===== src/core/iapg_regs.svh =====
`ifndef IAPG_REGS_SVH
`define IAPG_REGS_SVH

// main-space addresses of the indirect access port
`define IAPG_ADDR_CTL       8'hB0
`define IAPG_ADDR_OFF       8'hB1
`define IAPG_ADDR_DATA      8'hB2

// indirect_control fields
`define IAPG_CTL_AUTOINC    1
`define IAPG_CTL_PAGE_MSB   5
`define IAPG_CTL_PAGE_LSB   2
`define IAPG_RST_CTL        8'h00
`define IAPG_RST_OFF        8'h00

// page 0 offsets
`define IAPG_OFF_RSVD       8'h00
`define IAPG_OFF_CTRL       8'h01
`define IAPG_OFF_CFG        8'h02
`define IAPG_OFF_IDENT      8'h03
`define IAPG_OFF_LINE_HI    8'h04
`define IAPG_OFF_LINE_LO    8'h05
`define IAPG_OFF_BAR_HI     8'h06
`define IAPG_OFF_BAR_LO     8'h07
`define IAPG_OFF_MISC_FIRST 8'h08
`define IAPG_OFF_GEN_LAST   8'h1F
`define IAPG_OFF_TIM_FIRST  8'h40
`define IAPG_OFF_TIM_LAST   8'h48

// last offsets of the test pages
`define IAPG_OFF_CHAN_LAST  8'h14
`define IAPG_OFF_SHARE_LAST 8'h04
`define IAPG_OFF_CSIT_LAST  8'h1D

// page 0 reset values
`define IAPG_RST_CTRL       8'h00
`define IAPG_RST_CFG        8'h33
`define IAPG_RST_IDENT      8'h24
`define IAPG_RST_LINE_HI    8'h07
`define IAPG_RST_LINE_LO    8'h80
`define IAPG_RST_BAR_HI     8'h00
`define IAPG_RST_BAR_LO     8'hF0
`define IAPG_RST_BYTE       8'h00

// page 0 field positions
`define IAPG_CTRL_ON        0
`define IAPG_CFG_FIXED      7
`define IAPG_CFG_BARS_MSB   5
`define IAPG_CFG_BARS_LSB   4
`define IAPG_CFG_BLK_MSB    3
`define IAPG_CFG_BLK_LSB    0
`define IAPG_ID_VC_MSB      7
`define IAPG_ID_VC_LSB      6
`define IAPG_ID_DT_MSB      5
`define IAPG_ID_DT_LSB      0

// pattern byte stream buffer
`define IAPG_FIFO_WIDTH     9
`define IAPG_FIFO_DEPTH     8

`endif


===== src/core/iapg_pkg.sv =====
package iapg_pkg;

    typedef enum logic [3:0] {
        PG_DIGITAL = 4'b0000,
        PG_CHAN0   = 4'b0001,
        PG_CHAN1   = 4'b0010,
        PG_RSVD3   = 4'b0011,
        PG_RSVD4   = 4'b0100,
        PG_SHARE   = 4'b0101,
        PG_ALLCHAN = 4'b0110,
        PG_CSIT    = 4'b0111
    } iapg_page_e;

    typedef enum logic [0:0] {
        GEN_IDLE = 1'b0,
        GEN_RUN  = 1'b1
    } iapg_gen_e;

endpackage : iapg_pkg


===== src/core/iapg_fifo.sv =====
`timescale 1ns/1ps
`default_nettype none

// shift-style buffer: head always sits in slot 0 so every output is a flop
module iapg_fifo #(
    parameter int WIDTH = 9,
    parameter int DEPTH = 8
) (
    // clock and reset
    input  wire logic             sys_clk,
    input  wire logic             sys_rst,
    // filling side
    input  wire logic             inValid,
    output var  logic             inReady,
    input  wire logic [WIDTH-1:0] inData,
    // draining side
    output var  logic             outValid,
    input  wire logic             outReady,
    output var  logic [WIDTH-1:0] outData
);
    localparam int CW = $clog2(DEPTH + 1);

    logic [WIDTH-1:0] slot [0:DEPTH-1];
    logic [CW-1:0]    count;
    logic             push;
    logic             pop;
    logic [CW-1:0]    next_count;

    assign push = inValid && inReady;
    assign pop  = outValid && outReady;
    assign next_count = count + CW'(push) - CW'(pop);

    always_ff @(posedge sys_clk or posedge sys_rst) begin
        if (sys_rst) begin
            count    <= '0;
            inReady  <= 1'b1;
            outValid <= 1'b0;
        end else begin
            count    <= next_count;
            inReady  <= next_count != CW'(DEPTH);
            outValid <= next_count != '0;
        end
    end

    genvar i;
    generate
        for (i = 0; i < DEPTH; i++) begin : g_slot
            always_ff @(posedge sys_clk or posedge sys_rst) begin
                if (sys_rst) begin
                    slot[i] <= '0;
                end else if (push && CW'(i) == count - CW'(pop)) begin
                    slot[i] <= inData;
                end else if (pop && i < DEPTH - 1) begin
                    slot[i] <= slot[(i < DEPTH - 1) ? i + 1 : i];
                end
            end
        end
    endgenerate

    assign outData = slot[0];

endmodule : iapg_fifo

`default_nettype wire


===== src/core/iapg_top.sv =====
// Function
// - control, offset and data registers sit at main addresses 0xB0 to 0xB2.
// - control bits 5:2 pick the indirect page from eight documented codes.
// - host writes page, offset, then data; device stores byte there.
// - host writes page and offset, reads data; device returns that location.
// - with auto-increment set, offset advances after each data access.
// - page 0 decodes generator offsets 0x01-0x1F and timing 0x40-0x48.
// - channel test pages span 0x00-0x14, shared 0x00-0x04, transmitter 0x00-0x1D.
// - page 0 offset 0x00 is reserved, read-only and reads zero.
// - page 0 offset 0x01 bit 0 enables the generator, reset off.
// - config bit 7 picks colour bars or fixed patterns, reset bars.
// - config bits 5:4 pick one, two, four or eight bars, reset eight.
// - config bits 3:0 give fixed block size 1 to 15, reset 3.
// - offset 0x03 bits 7:6 give packet virtual channel, reset 0.
// - offset 0x03 bits 5:0 give packet data type, reset 0x24.
// - line length is 16 bits at offsets 0x04 and 0x05, reset 0x0780.
// - all bars but last span bar length; last takes the rest.
`timescale 1ns/1ps
`default_nettype none
`include "iapg_regs.svh"

module iapg_top
    import iapg_pkg::*;
(
    // clock and reset
    input  wire logic        sys_clk,
    input  wire logic        sys_rst,
    // main register port
    input  wire logic [7:0]  regAddr,
    input  wire logic        regWrEn,
    input  wire logic [7:0]  regWrData,
    input  wire logic        regRdEn,
    output var  logic [7:0]  regRdData,
    output var  logic        regRdValid,
    // generator settings
    output var  logic        testgenOn,
    output var  logic        fixedPatternSelect,
    output var  logic [1:0]  barCount,
    output var  logic [3:0]  blockSize,
    output var  logic [1:0]  genVirtualChannel,
    output var  logic [5:0]  genDataType,
    output var  logic [15:0] activeLineBytes,
    output var  logic [15:0] barLengthBytes,
    // pattern byte stream
    output var  logic        pixValid,
    input  wire logic        pixReady,
    output var  logic [7:0]  pixData,
    output var  logic        pixLast
);

    function automatic logic mapped(input logic [3:0] pg, input logic [7:0] off);
        unique case (iapg_page_e'(pg))
            PG_DIGITAL: mapped = (off >= `IAPG_OFF_CTRL && off <= `IAPG_OFF_GEN_LAST)
                              || (off >= `IAPG_OFF_TIM_FIRST && off <= `IAPG_OFF_TIM_LAST);
            PG_CHAN0, PG_CHAN1, PG_ALLCHAN: mapped = off <= `IAPG_OFF_CHAN_LAST;
            PG_SHARE:   mapped = off <= `IAPG_OFF_SHARE_LAST;
            PG_CSIT:    mapped = off <= `IAPG_OFF_CSIT_LAST;
            default:    mapped = 1'b0;
        endcase
    endfunction : mapped

    logic [7:0] indirectControl;
    logic [7:0] indirectOffset;
    logic [3:0] pageSelect;
    logic       autoInc;
    logic       dataWr;
    logic       dataRd;
    logic       hit;
    logic [7:0] rdByte;

    logic [7:0] testgenControl;
    logic [7:0] testgenConfig;
    logic [7:0] testgenPacketIdent;
    logic [7:0] lineHigh;
    logic [7:0] lineLow;
    logic [7:0] barHigh;
    logic [7:0] barLow;
    logic [7:0] genMisc  [0:23];
    logic [7:0] timReg   [0:8];
    logic [7:0] chanReg  [0:1][0:20];
    logic [7:0] shareReg [0:4];
    logic [7:0] csitReg  [0:29];

    assign pageSelect = indirectControl[`IAPG_CTL_PAGE_MSB:`IAPG_CTL_PAGE_LSB];
    assign autoInc    = indirectControl[`IAPG_CTL_AUTOINC];
    assign dataWr     = regWrEn && regAddr == `IAPG_ADDR_DATA;
    assign dataRd     = regRdEn && regAddr == `IAPG_ADDR_DATA;
    assign hit        = mapped(pageSelect, indirectOffset);

    // direct registers of the main map
    always_ff @(posedge sys_clk or posedge sys_rst) begin
        if (sys_rst) begin
            indirectControl <= `IAPG_RST_CTL;
        end else if (regWrEn && regAddr == `IAPG_ADDR_CTL) begin
            indirectControl <= regWrData;
        end
    end

    // a direct offset write beats the increment of the same cycle
    always_ff @(posedge sys_clk or posedge sys_rst) begin
        if (sys_rst) begin
            indirectOffset <= `IAPG_RST_OFF;
        end else if (regWrEn && regAddr == `IAPG_ADDR_OFF) begin
            indirectOffset <= regWrData;
        end else if (autoInc && (dataWr || dataRd)) begin
            indirectOffset <= indirectOffset + 8'h01;
        end
    end

    // read mux; anything unmapped, reserved page or page 0 offset 0 gives zero
    always_comb begin
        rdByte = 8'h00;
        if (hit) begin
            unique case (iapg_page_e'(pageSelect))
                PG_DIGITAL: begin
                    if (indirectOffset >= `IAPG_OFF_TIM_FIRST) begin
                        rdByte = timReg[indirectOffset[3:0]];
                    end else begin
                        unique case (indirectOffset)
                            `IAPG_OFF_CTRL:    rdByte = testgenControl;
                            `IAPG_OFF_CFG:     rdByte = testgenConfig;
                            `IAPG_OFF_IDENT:   rdByte = testgenPacketIdent;
                            `IAPG_OFF_LINE_HI: rdByte = lineHigh;
                            `IAPG_OFF_LINE_LO: rdByte = lineLow;
                            `IAPG_OFF_BAR_HI:  rdByte = barHigh;
                            `IAPG_OFF_BAR_LO:  rdByte = barLow;
                            default: rdByte = genMisc[indirectOffset[4:0] - 5'h08];
                        endcase
                    end
                end
                PG_CHAN0, PG_ALLCHAN: rdByte = chanReg[0][indirectOffset[4:0]];
                PG_CHAN1: rdByte = chanReg[1][indirectOffset[4:0]];
                PG_SHARE: rdByte = shareReg[indirectOffset[2:0]];
                PG_CSIT:  rdByte = csitReg[indirectOffset[4:0]];
                default:  rdByte = 8'h00;
            endcase
        end
    end

    always_ff @(posedge sys_clk or posedge sys_rst) begin
        if (sys_rst) begin
            regRdData  <= 8'h00;
            regRdValid <= 1'b0;
        end else begin
            regRdValid <= regRdEn;
            if (dataRd) begin
                regRdData <= rdByte;
            end else if (regRdEn && regAddr == `IAPG_ADDR_CTL) begin
                regRdData <= indirectControl;
            end else if (regRdEn && regAddr == `IAPG_ADDR_OFF) begin
                regRdData <= indirectOffset;
            end else begin
                regRdData <= 8'h00;
            end
        end
    end

    // page 0 generator settings
    always_ff @(posedge sys_clk or posedge sys_rst) begin
        if (sys_rst) begin
            testgenControl     <= `IAPG_RST_CTRL;
            testgenConfig      <= `IAPG_RST_CFG;
            testgenPacketIdent <= `IAPG_RST_IDENT;
            lineHigh           <= `IAPG_RST_LINE_HI;
            lineLow            <= `IAPG_RST_LINE_LO;
            barHigh            <= `IAPG_RST_BAR_HI;
            barLow             <= `IAPG_RST_BAR_LO;
            for (int k = 0; k < 24; k++) genMisc[k] <= `IAPG_RST_BYTE;
            for (int k = 0; k < 9; k++) timReg[k] <= `IAPG_RST_BYTE;
        end else if (dataWr && hit && pageSelect == PG_DIGITAL) begin
            if (indirectOffset >= `IAPG_OFF_TIM_FIRST) begin
                timReg[indirectOffset[3:0]] <= regWrData;
            end else begin
                unique case (indirectOffset)
                    `IAPG_OFF_CTRL:    testgenControl     <= regWrData;
                    `IAPG_OFF_CFG:     testgenConfig      <= regWrData;
                    `IAPG_OFF_IDENT:   testgenPacketIdent <= regWrData;
                    `IAPG_OFF_LINE_HI: lineHigh           <= regWrData;
                    `IAPG_OFF_LINE_LO: lineLow            <= regWrData;
                    `IAPG_OFF_BAR_HI:  barHigh            <= regWrData;
                    `IAPG_OFF_BAR_LO:  barLow             <= regWrData;
                    default: genMisc[indirectOffset[4:0] - 5'h08] <= regWrData;
                endcase
            end
        end
    end

    // test pages; the write-all page lands in both channels
    always_ff @(posedge sys_clk or posedge sys_rst) begin
        if (sys_rst) begin
            for (int c = 0; c < 2; c++) begin
                for (int k = 0; k < 21; k++) chanReg[c][k] <= `IAPG_RST_BYTE;
            end
            for (int k = 0; k < 5; k++) shareReg[k] <= `IAPG_RST_BYTE;
            for (int k = 0; k < 30; k++) csitReg[k] <= `IAPG_RST_BYTE;
        end else if (dataWr && hit) begin
            if (pageSelect == PG_CHAN0 || pageSelect == PG_ALLCHAN) begin
                chanReg[0][indirectOffset[4:0]] <= regWrData;
            end
            if (pageSelect == PG_CHAN1 || pageSelect == PG_ALLCHAN) begin
                chanReg[1][indirectOffset[4:0]] <= regWrData;
            end
            if (pageSelect == PG_SHARE) begin
                shareReg[indirectOffset[2:0]] <= regWrData;
            end
            if (pageSelect == PG_CSIT) begin
                csitReg[indirectOffset[4:0]] <= regWrData;
            end
        end
    end

    assign testgenOn          = testgenControl[`IAPG_CTRL_ON];
    assign fixedPatternSelect = testgenConfig[`IAPG_CFG_FIXED];
    assign barCount           = testgenConfig[`IAPG_CFG_BARS_MSB:`IAPG_CFG_BARS_LSB];
    assign blockSize          = testgenConfig[`IAPG_CFG_BLK_MSB:`IAPG_CFG_BLK_LSB];
    assign genVirtualChannel  = testgenPacketIdent[`IAPG_ID_VC_MSB:`IAPG_ID_VC_LSB];
    assign genDataType        = testgenPacketIdent[`IAPG_ID_DT_MSB:`IAPG_ID_DT_LSB];
    assign activeLineBytes    = {lineHigh, lineLow};
    assign barLengthBytes     = {barHigh, barLow};

    // byte generator feeding the buffer
    iapg_gen_e  genState;
    logic [15:0] bytePos;
    logic [15:0] barPos;
    logic [2:0]  barIdx;
    logic [2:0]  barMax;
    logic [3:0]  blkPos;
    logic [3:0]  blkLen;
    logic        blkIdx;
    logic        genPush;
    logic        fifoReady;
    logic        lineEnd;
    logic [7:0]  genByte;

    assign barMax  = 3'((4'h1 << barCount) - 4'h1);
    assign blkLen  = (blockSize == 4'h0) ? 4'h1 : blockSize; // size 0 is illegal, run as 1
    assign lineEnd = bytePos == activeLineBytes - 16'h0001;
    assign genPush = genState == GEN_RUN && fifoReady;
    assign genByte = fixedPatternSelect ? {8{blkIdx}} : {5'h00, barIdx};

    always_ff @(posedge sys_clk or posedge sys_rst) begin
        if (sys_rst) begin
            genState <= GEN_IDLE;
        end else begin
            unique case (genState)
                GEN_IDLE: if (testgenOn) genState <= GEN_RUN;
                GEN_RUN:  if (!testgenOn) genState <= GEN_IDLE;
            endcase
        end
    end

    // counters restart while idle so each enable begins a fresh line
    always_ff @(posedge sys_clk or posedge sys_rst) begin
        if (sys_rst) begin
            bytePos <= 16'h0000;
            barPos  <= 16'h0000;
            barIdx  <= 3'h0;
            blkPos  <= 4'h0;
            blkIdx  <= 1'b0;
        end else if (genState == GEN_IDLE || (genPush && lineEnd)) begin
            bytePos <= 16'h0000;
            barPos  <= 16'h0000;
            barIdx  <= 3'h0;
            blkPos  <= 4'h0;
            blkIdx  <= 1'b0;
        end else if (genPush) begin
            bytePos <= bytePos + 16'h0001;
            if (barPos == barLengthBytes - 16'h0001 && barIdx != barMax) begin
                barPos <= 16'h0000;
                barIdx <= barIdx + 3'h1;
            end else begin
                barPos <= barPos + 16'h0001;
            end
            if (blkPos == blkLen - 4'h1) begin
                blkPos <= 4'h0;
                blkIdx <= !blkIdx;
            end else begin
                blkPos <= blkPos + 4'h1;
            end
        end
    end

    iapg_fifo #(
        .WIDTH(`IAPG_FIFO_WIDTH),
        .DEPTH(`IAPG_FIFO_DEPTH)
    ) u_fifo (
        .sys_clk  (sys_clk),
        .sys_rst  (sys_rst),
        .inValid  (genPush),
        .inReady  (fifoReady),
        .inData   ({lineEnd, genByte}),
        .outValid (pixValid),
        .outReady (pixReady),
        .outData  ({pixLast, pixData})
    );
endmodule : iapg_top

`default_nettype wire


===== config.mk =====
export PLATFORM = sky130hd
export DESIGN_NAME = iapg_top
export DESIGN_NICKNAME = d
export VERILOG_FILES = /design/src/core/iapg_pkg.sv /design/src/core/iapg_fifo.sv /design/src/core/iapg_top.sv
export VERILOG_INCLUDE_DIRS = /design/src /design/src/core
export SDC_FILE = /design/constraint.sdc
export NUM_CORES = 2
export LEC_CHECK = 0
export BUFFER_PORTS_ARGS = -buffer_cell sky130_fd_sc_hd__buf_4
export CORE_MARGIN = 5
export CORE_UTILIZATION = 45
export CTS_CLUSTER_SIZE = 28
export DETAILED_ROUTE_END_ITERATION = 8
export PLACE_DENSITY = 0.56
export SETUP_SLACK_MARGIN = 0.2
export SYNTH_ARGS = -nofsm -noshare
export SYNTH_HDL_FRONTEND = slang
export SYNTH_SLANG_ARGS = --single-unit

===== constraint.sdc =====
create_clock -name sys_clk -period 91.4 [get_ports sys_clk]
set_input_delay 13.71 -clock sys_clk [delete_from_list [all_inputs] [get_ports sys_clk]]
set_output_delay 13.71 -clock sys_clk [all_outputs]
set_load 0.05 [all_outputs]

==> summary.txt <==
Status
  • Status: complete, no violations

Hold path
  • Hold Crit Class: flop to flop

Placed design
  • Number of port buffers: between 80 and 90
  • Routability cong.: 0.879
  • Hpwl dp: approximately 90 mm

Power
  • Max VDD drop: between 0.01 and 0.015 mV
  • Pleak: approximately 27 nW
  • P per Cell Area: 18.2 nW/um^2

Timing
  • Slew @ Worst Pin: between 1 and 1.5 ns
  • Period minus WS final: ~18 ns
  • Max-slew headroom: 13.8%
  • # setup viols final: 0
  • Unrepaired setup endpoints after global routing: false
  • Layout Skew: 0.0352 ns
  • Final hold violation count: 0
  • Fmax: 55.3 MHz
  • Slew Viols, Final: 0
  • Final period utilization: just under 20%
  • Final TNS setup: 0 ns

Clocking
  • CTS tree: done
  • Hold_buf cts: 0
  • H-tree depth: 3
  • Post-CTS setup buffers: 0
  • TritonCTS buffer count: approximately 120
  • Clock-pin slew on the worst setup and hold paths: approximately 0.050 ns
  • Clock root buffer: clkbuf_16
  • Clk sinks: 1,048
  • Max Buffers Root-to-Sink: 3
  • Clk_lat worst skew: 0.70 ns
  • Post-CTS Resized: 0

Logic synthesis
  • Area share of the largest cell type after synthesis: about half
  • Post-synth top area cell: dfrtp_1
  • Total number of yosys warnings: 0
  • Post-synth EDFFs: 0
  • Synth unique cells: around 90
  • Main synth FF type: dfrtp_1
  • Asr flop ratio synth: between 90% and 100%
  • Seq/Total Area, Yosys: 51.6%
  • Number of synthesized register bits: around 1,000
  • Post-synthesis cell area: slightly above 50,000 um^2
  • Cells after synthesis: roughly 3,700
  • Syn nets: between 3,000 and 4,000
  • Avg Cell Area, Syn: approximately 14 um^2
  • Ranking of synthesized cells by area: dfrtp_1, mux2_2, mux4_2, mux2i_1, clkbuf_1

Detailed routing
  • Number of vias in the routed layout: between 30,000 and 40,000
  • Initial DRC Count: roughly 2,200
  • Post-route antenna net violation count: 0
  • WL/cell: around 27 um
  • Via-to-Cell Ratio: between 6 and 7
  • DRC: 0
  • WL final: 141 mm
  • Drt pass-1 iters: 8

Floorplanning
  • Die width: about 350 um
  • Core ar.: 112,000 um^2
  • Die Area: about 120,000 um^2
  • Num rows: 123
  • Initial Util: 45.3%
  • Top Ports: between 80 and 90
  • Die H: 346 um

Layout
  • Commonest non-fill, non-tap cell in the layout: dfrtp_1
  • Post-layout util: 50.5%
  • P&R area growth vs syn: 11.5%
  • Antenna diodes: 0
  • Layout cells sized above 1: 43.5%
  • Most frequent cells in the layout: dfrtp_1, mux2_2, mux4_2, nand2_1, buf_4
  • # nets final: between 3,000 and 4,000

Global routing
  • Largest net degree at the start of global routing: roughly 170
  • Gr usage total: a little under a quarter
  • Initial antenna violation count: 3
  • GR Overflow Total: 0
  • Vias in the first global route: between 30,000 and 40,000
  • First-pass GRT wire length: between 200 and 250 mm

Setup path
  • Setup CP Type: primary input to async pin
  • Worst Path Max Fanout: around 170
  • Crit start category: primary input
  • Crit path arrival time: ~19 ns
  • Critical Path RT: ~92 ns
  • Setup crit end kind: async pin

Flow run
  • Max-cap check violation count: 0
## sequential cells by signal, indices dropped and copies added (netlist names), 16 cells and up
register     flops
chanReg        336
csitReg        240
genMisc        192
timReg          72
shareReg        40
u_fifo.slot     35
barPos          16
bytePos         16
## metrics by stage
| step | std cells | setup slack (ns) | hold WS, ns | area (um^2) | power (mW) |
|---|---|---|---|---|---|
| 3_5_place_dp | 5019 | 72.30 | 0.477 | 52600 | 0.548 |
| 6_report | 5238 | 73.31 | 0.487 | 56700 | 1.03 |
| 4_1_cts | 5238 | 73.02 | 0.492 | 56700 | 1.05 |
| 5_1_grt | 5238 | 72.33 | 0.498 | 56700 | 1.07 |
| 3_3_place_gp | 5019 | 72.56 | 0.463 | 52600 | 0.546 |
| 2_1_floorplan | 3669 | 48.22 | 0.452 | 50800 | 0.527 |
## Yosys cell counts, drive strengths merged, types with 5 or more instances
cell type	count
xnor2	46
and3	17
nor2b	17
or3	11
o32ai	5
o31ai	10
a221o	8
o211ai	10
a311oi	5
nand2	142
inv	37
o22ai	16
clkbuf	181
xor2	44
and2	20
buf	104
dfstp	15
mux2i	87
nand4b	7
nand3	57
nand4	46
mux4	190
nor3b	5
nor3	65
o2111ai	6
mux2	993
o21ai	65
nor4	28
a221oi	28
nor4b	9
nand2b	9
or4	12
a22oi	24
or2	6
ha	21
a21oi	60
a211oi	20
a31oi	16
nor2	132
dfrtp	1033
## power by group
part	total [mW]	switching, mW	leakage (nW)	internal [mW]
clock	0.494	0.192	2.02	0.302
combinational	0.0677	0.0502	10.2	0.0175
sequential	0.472	0.00444	14.5	0.467
total	1.03	0.246	26.7	0.787
## metal layers
layer  wire, um  GRT usage [%]  up-vias
li1           -              -    13600
met1      61400           32.3    17100
met2      66800           37.5      950
met3       8910           4.86      244
met4       4220           6.98        2
met5         13              0        -
## cell type report
cell class / instances / area [um^2]
fill: 9606 / 55700
clock buffer: 177 / 3500
multi-input combinational: 2297 / 23200
clock inverter: 42 / 603
inverter: 39 / 154
timing repair buffer: 135 / 1060
sequential: 1048 / 26300
tap: 1500 / 1880
## worst max-delay path, stage by stage
cell and delay (ns):
buf_4 0.13, inv_8 0.52, buf_4 0.87, buf_12 0.66, buf_4 0.84, buf_4 0.90, buf_4 0.82
## final timing paths
path | cells after the start | from | slack [ns] | to
max | 7 | sys_rst | 73.31 | csitReg[13]
min | 1 | timReg[31] | 0.49 | timReg[31]
max reg2reg | 10 | indirectOffset[1] | 85.62 | regRdData[7]
min reg2reg | 1 | timReg[31] | 0.49 | timReg[31]
max in group sys_clk | 9 | regAddr[6] | 74.71 | csitReg[161]
min in group asynchronous | 2 | sys_rst | 13.18 | genMisc[173]
## kinds of logic (layout without fill, tap and decap cells)
group	Yosys count	after routing	synth area share [%]
compound gates	317	317	4.27
xor+xnor	90	90	1.55
fa+ha+maj	22	22	0.556
buf+inv	324	393	2.72
flops	1048	1048	51.6
mux	1270	1270	32.1
simple gates	598	598	7.15
Power figures use the tool's default switching activity.
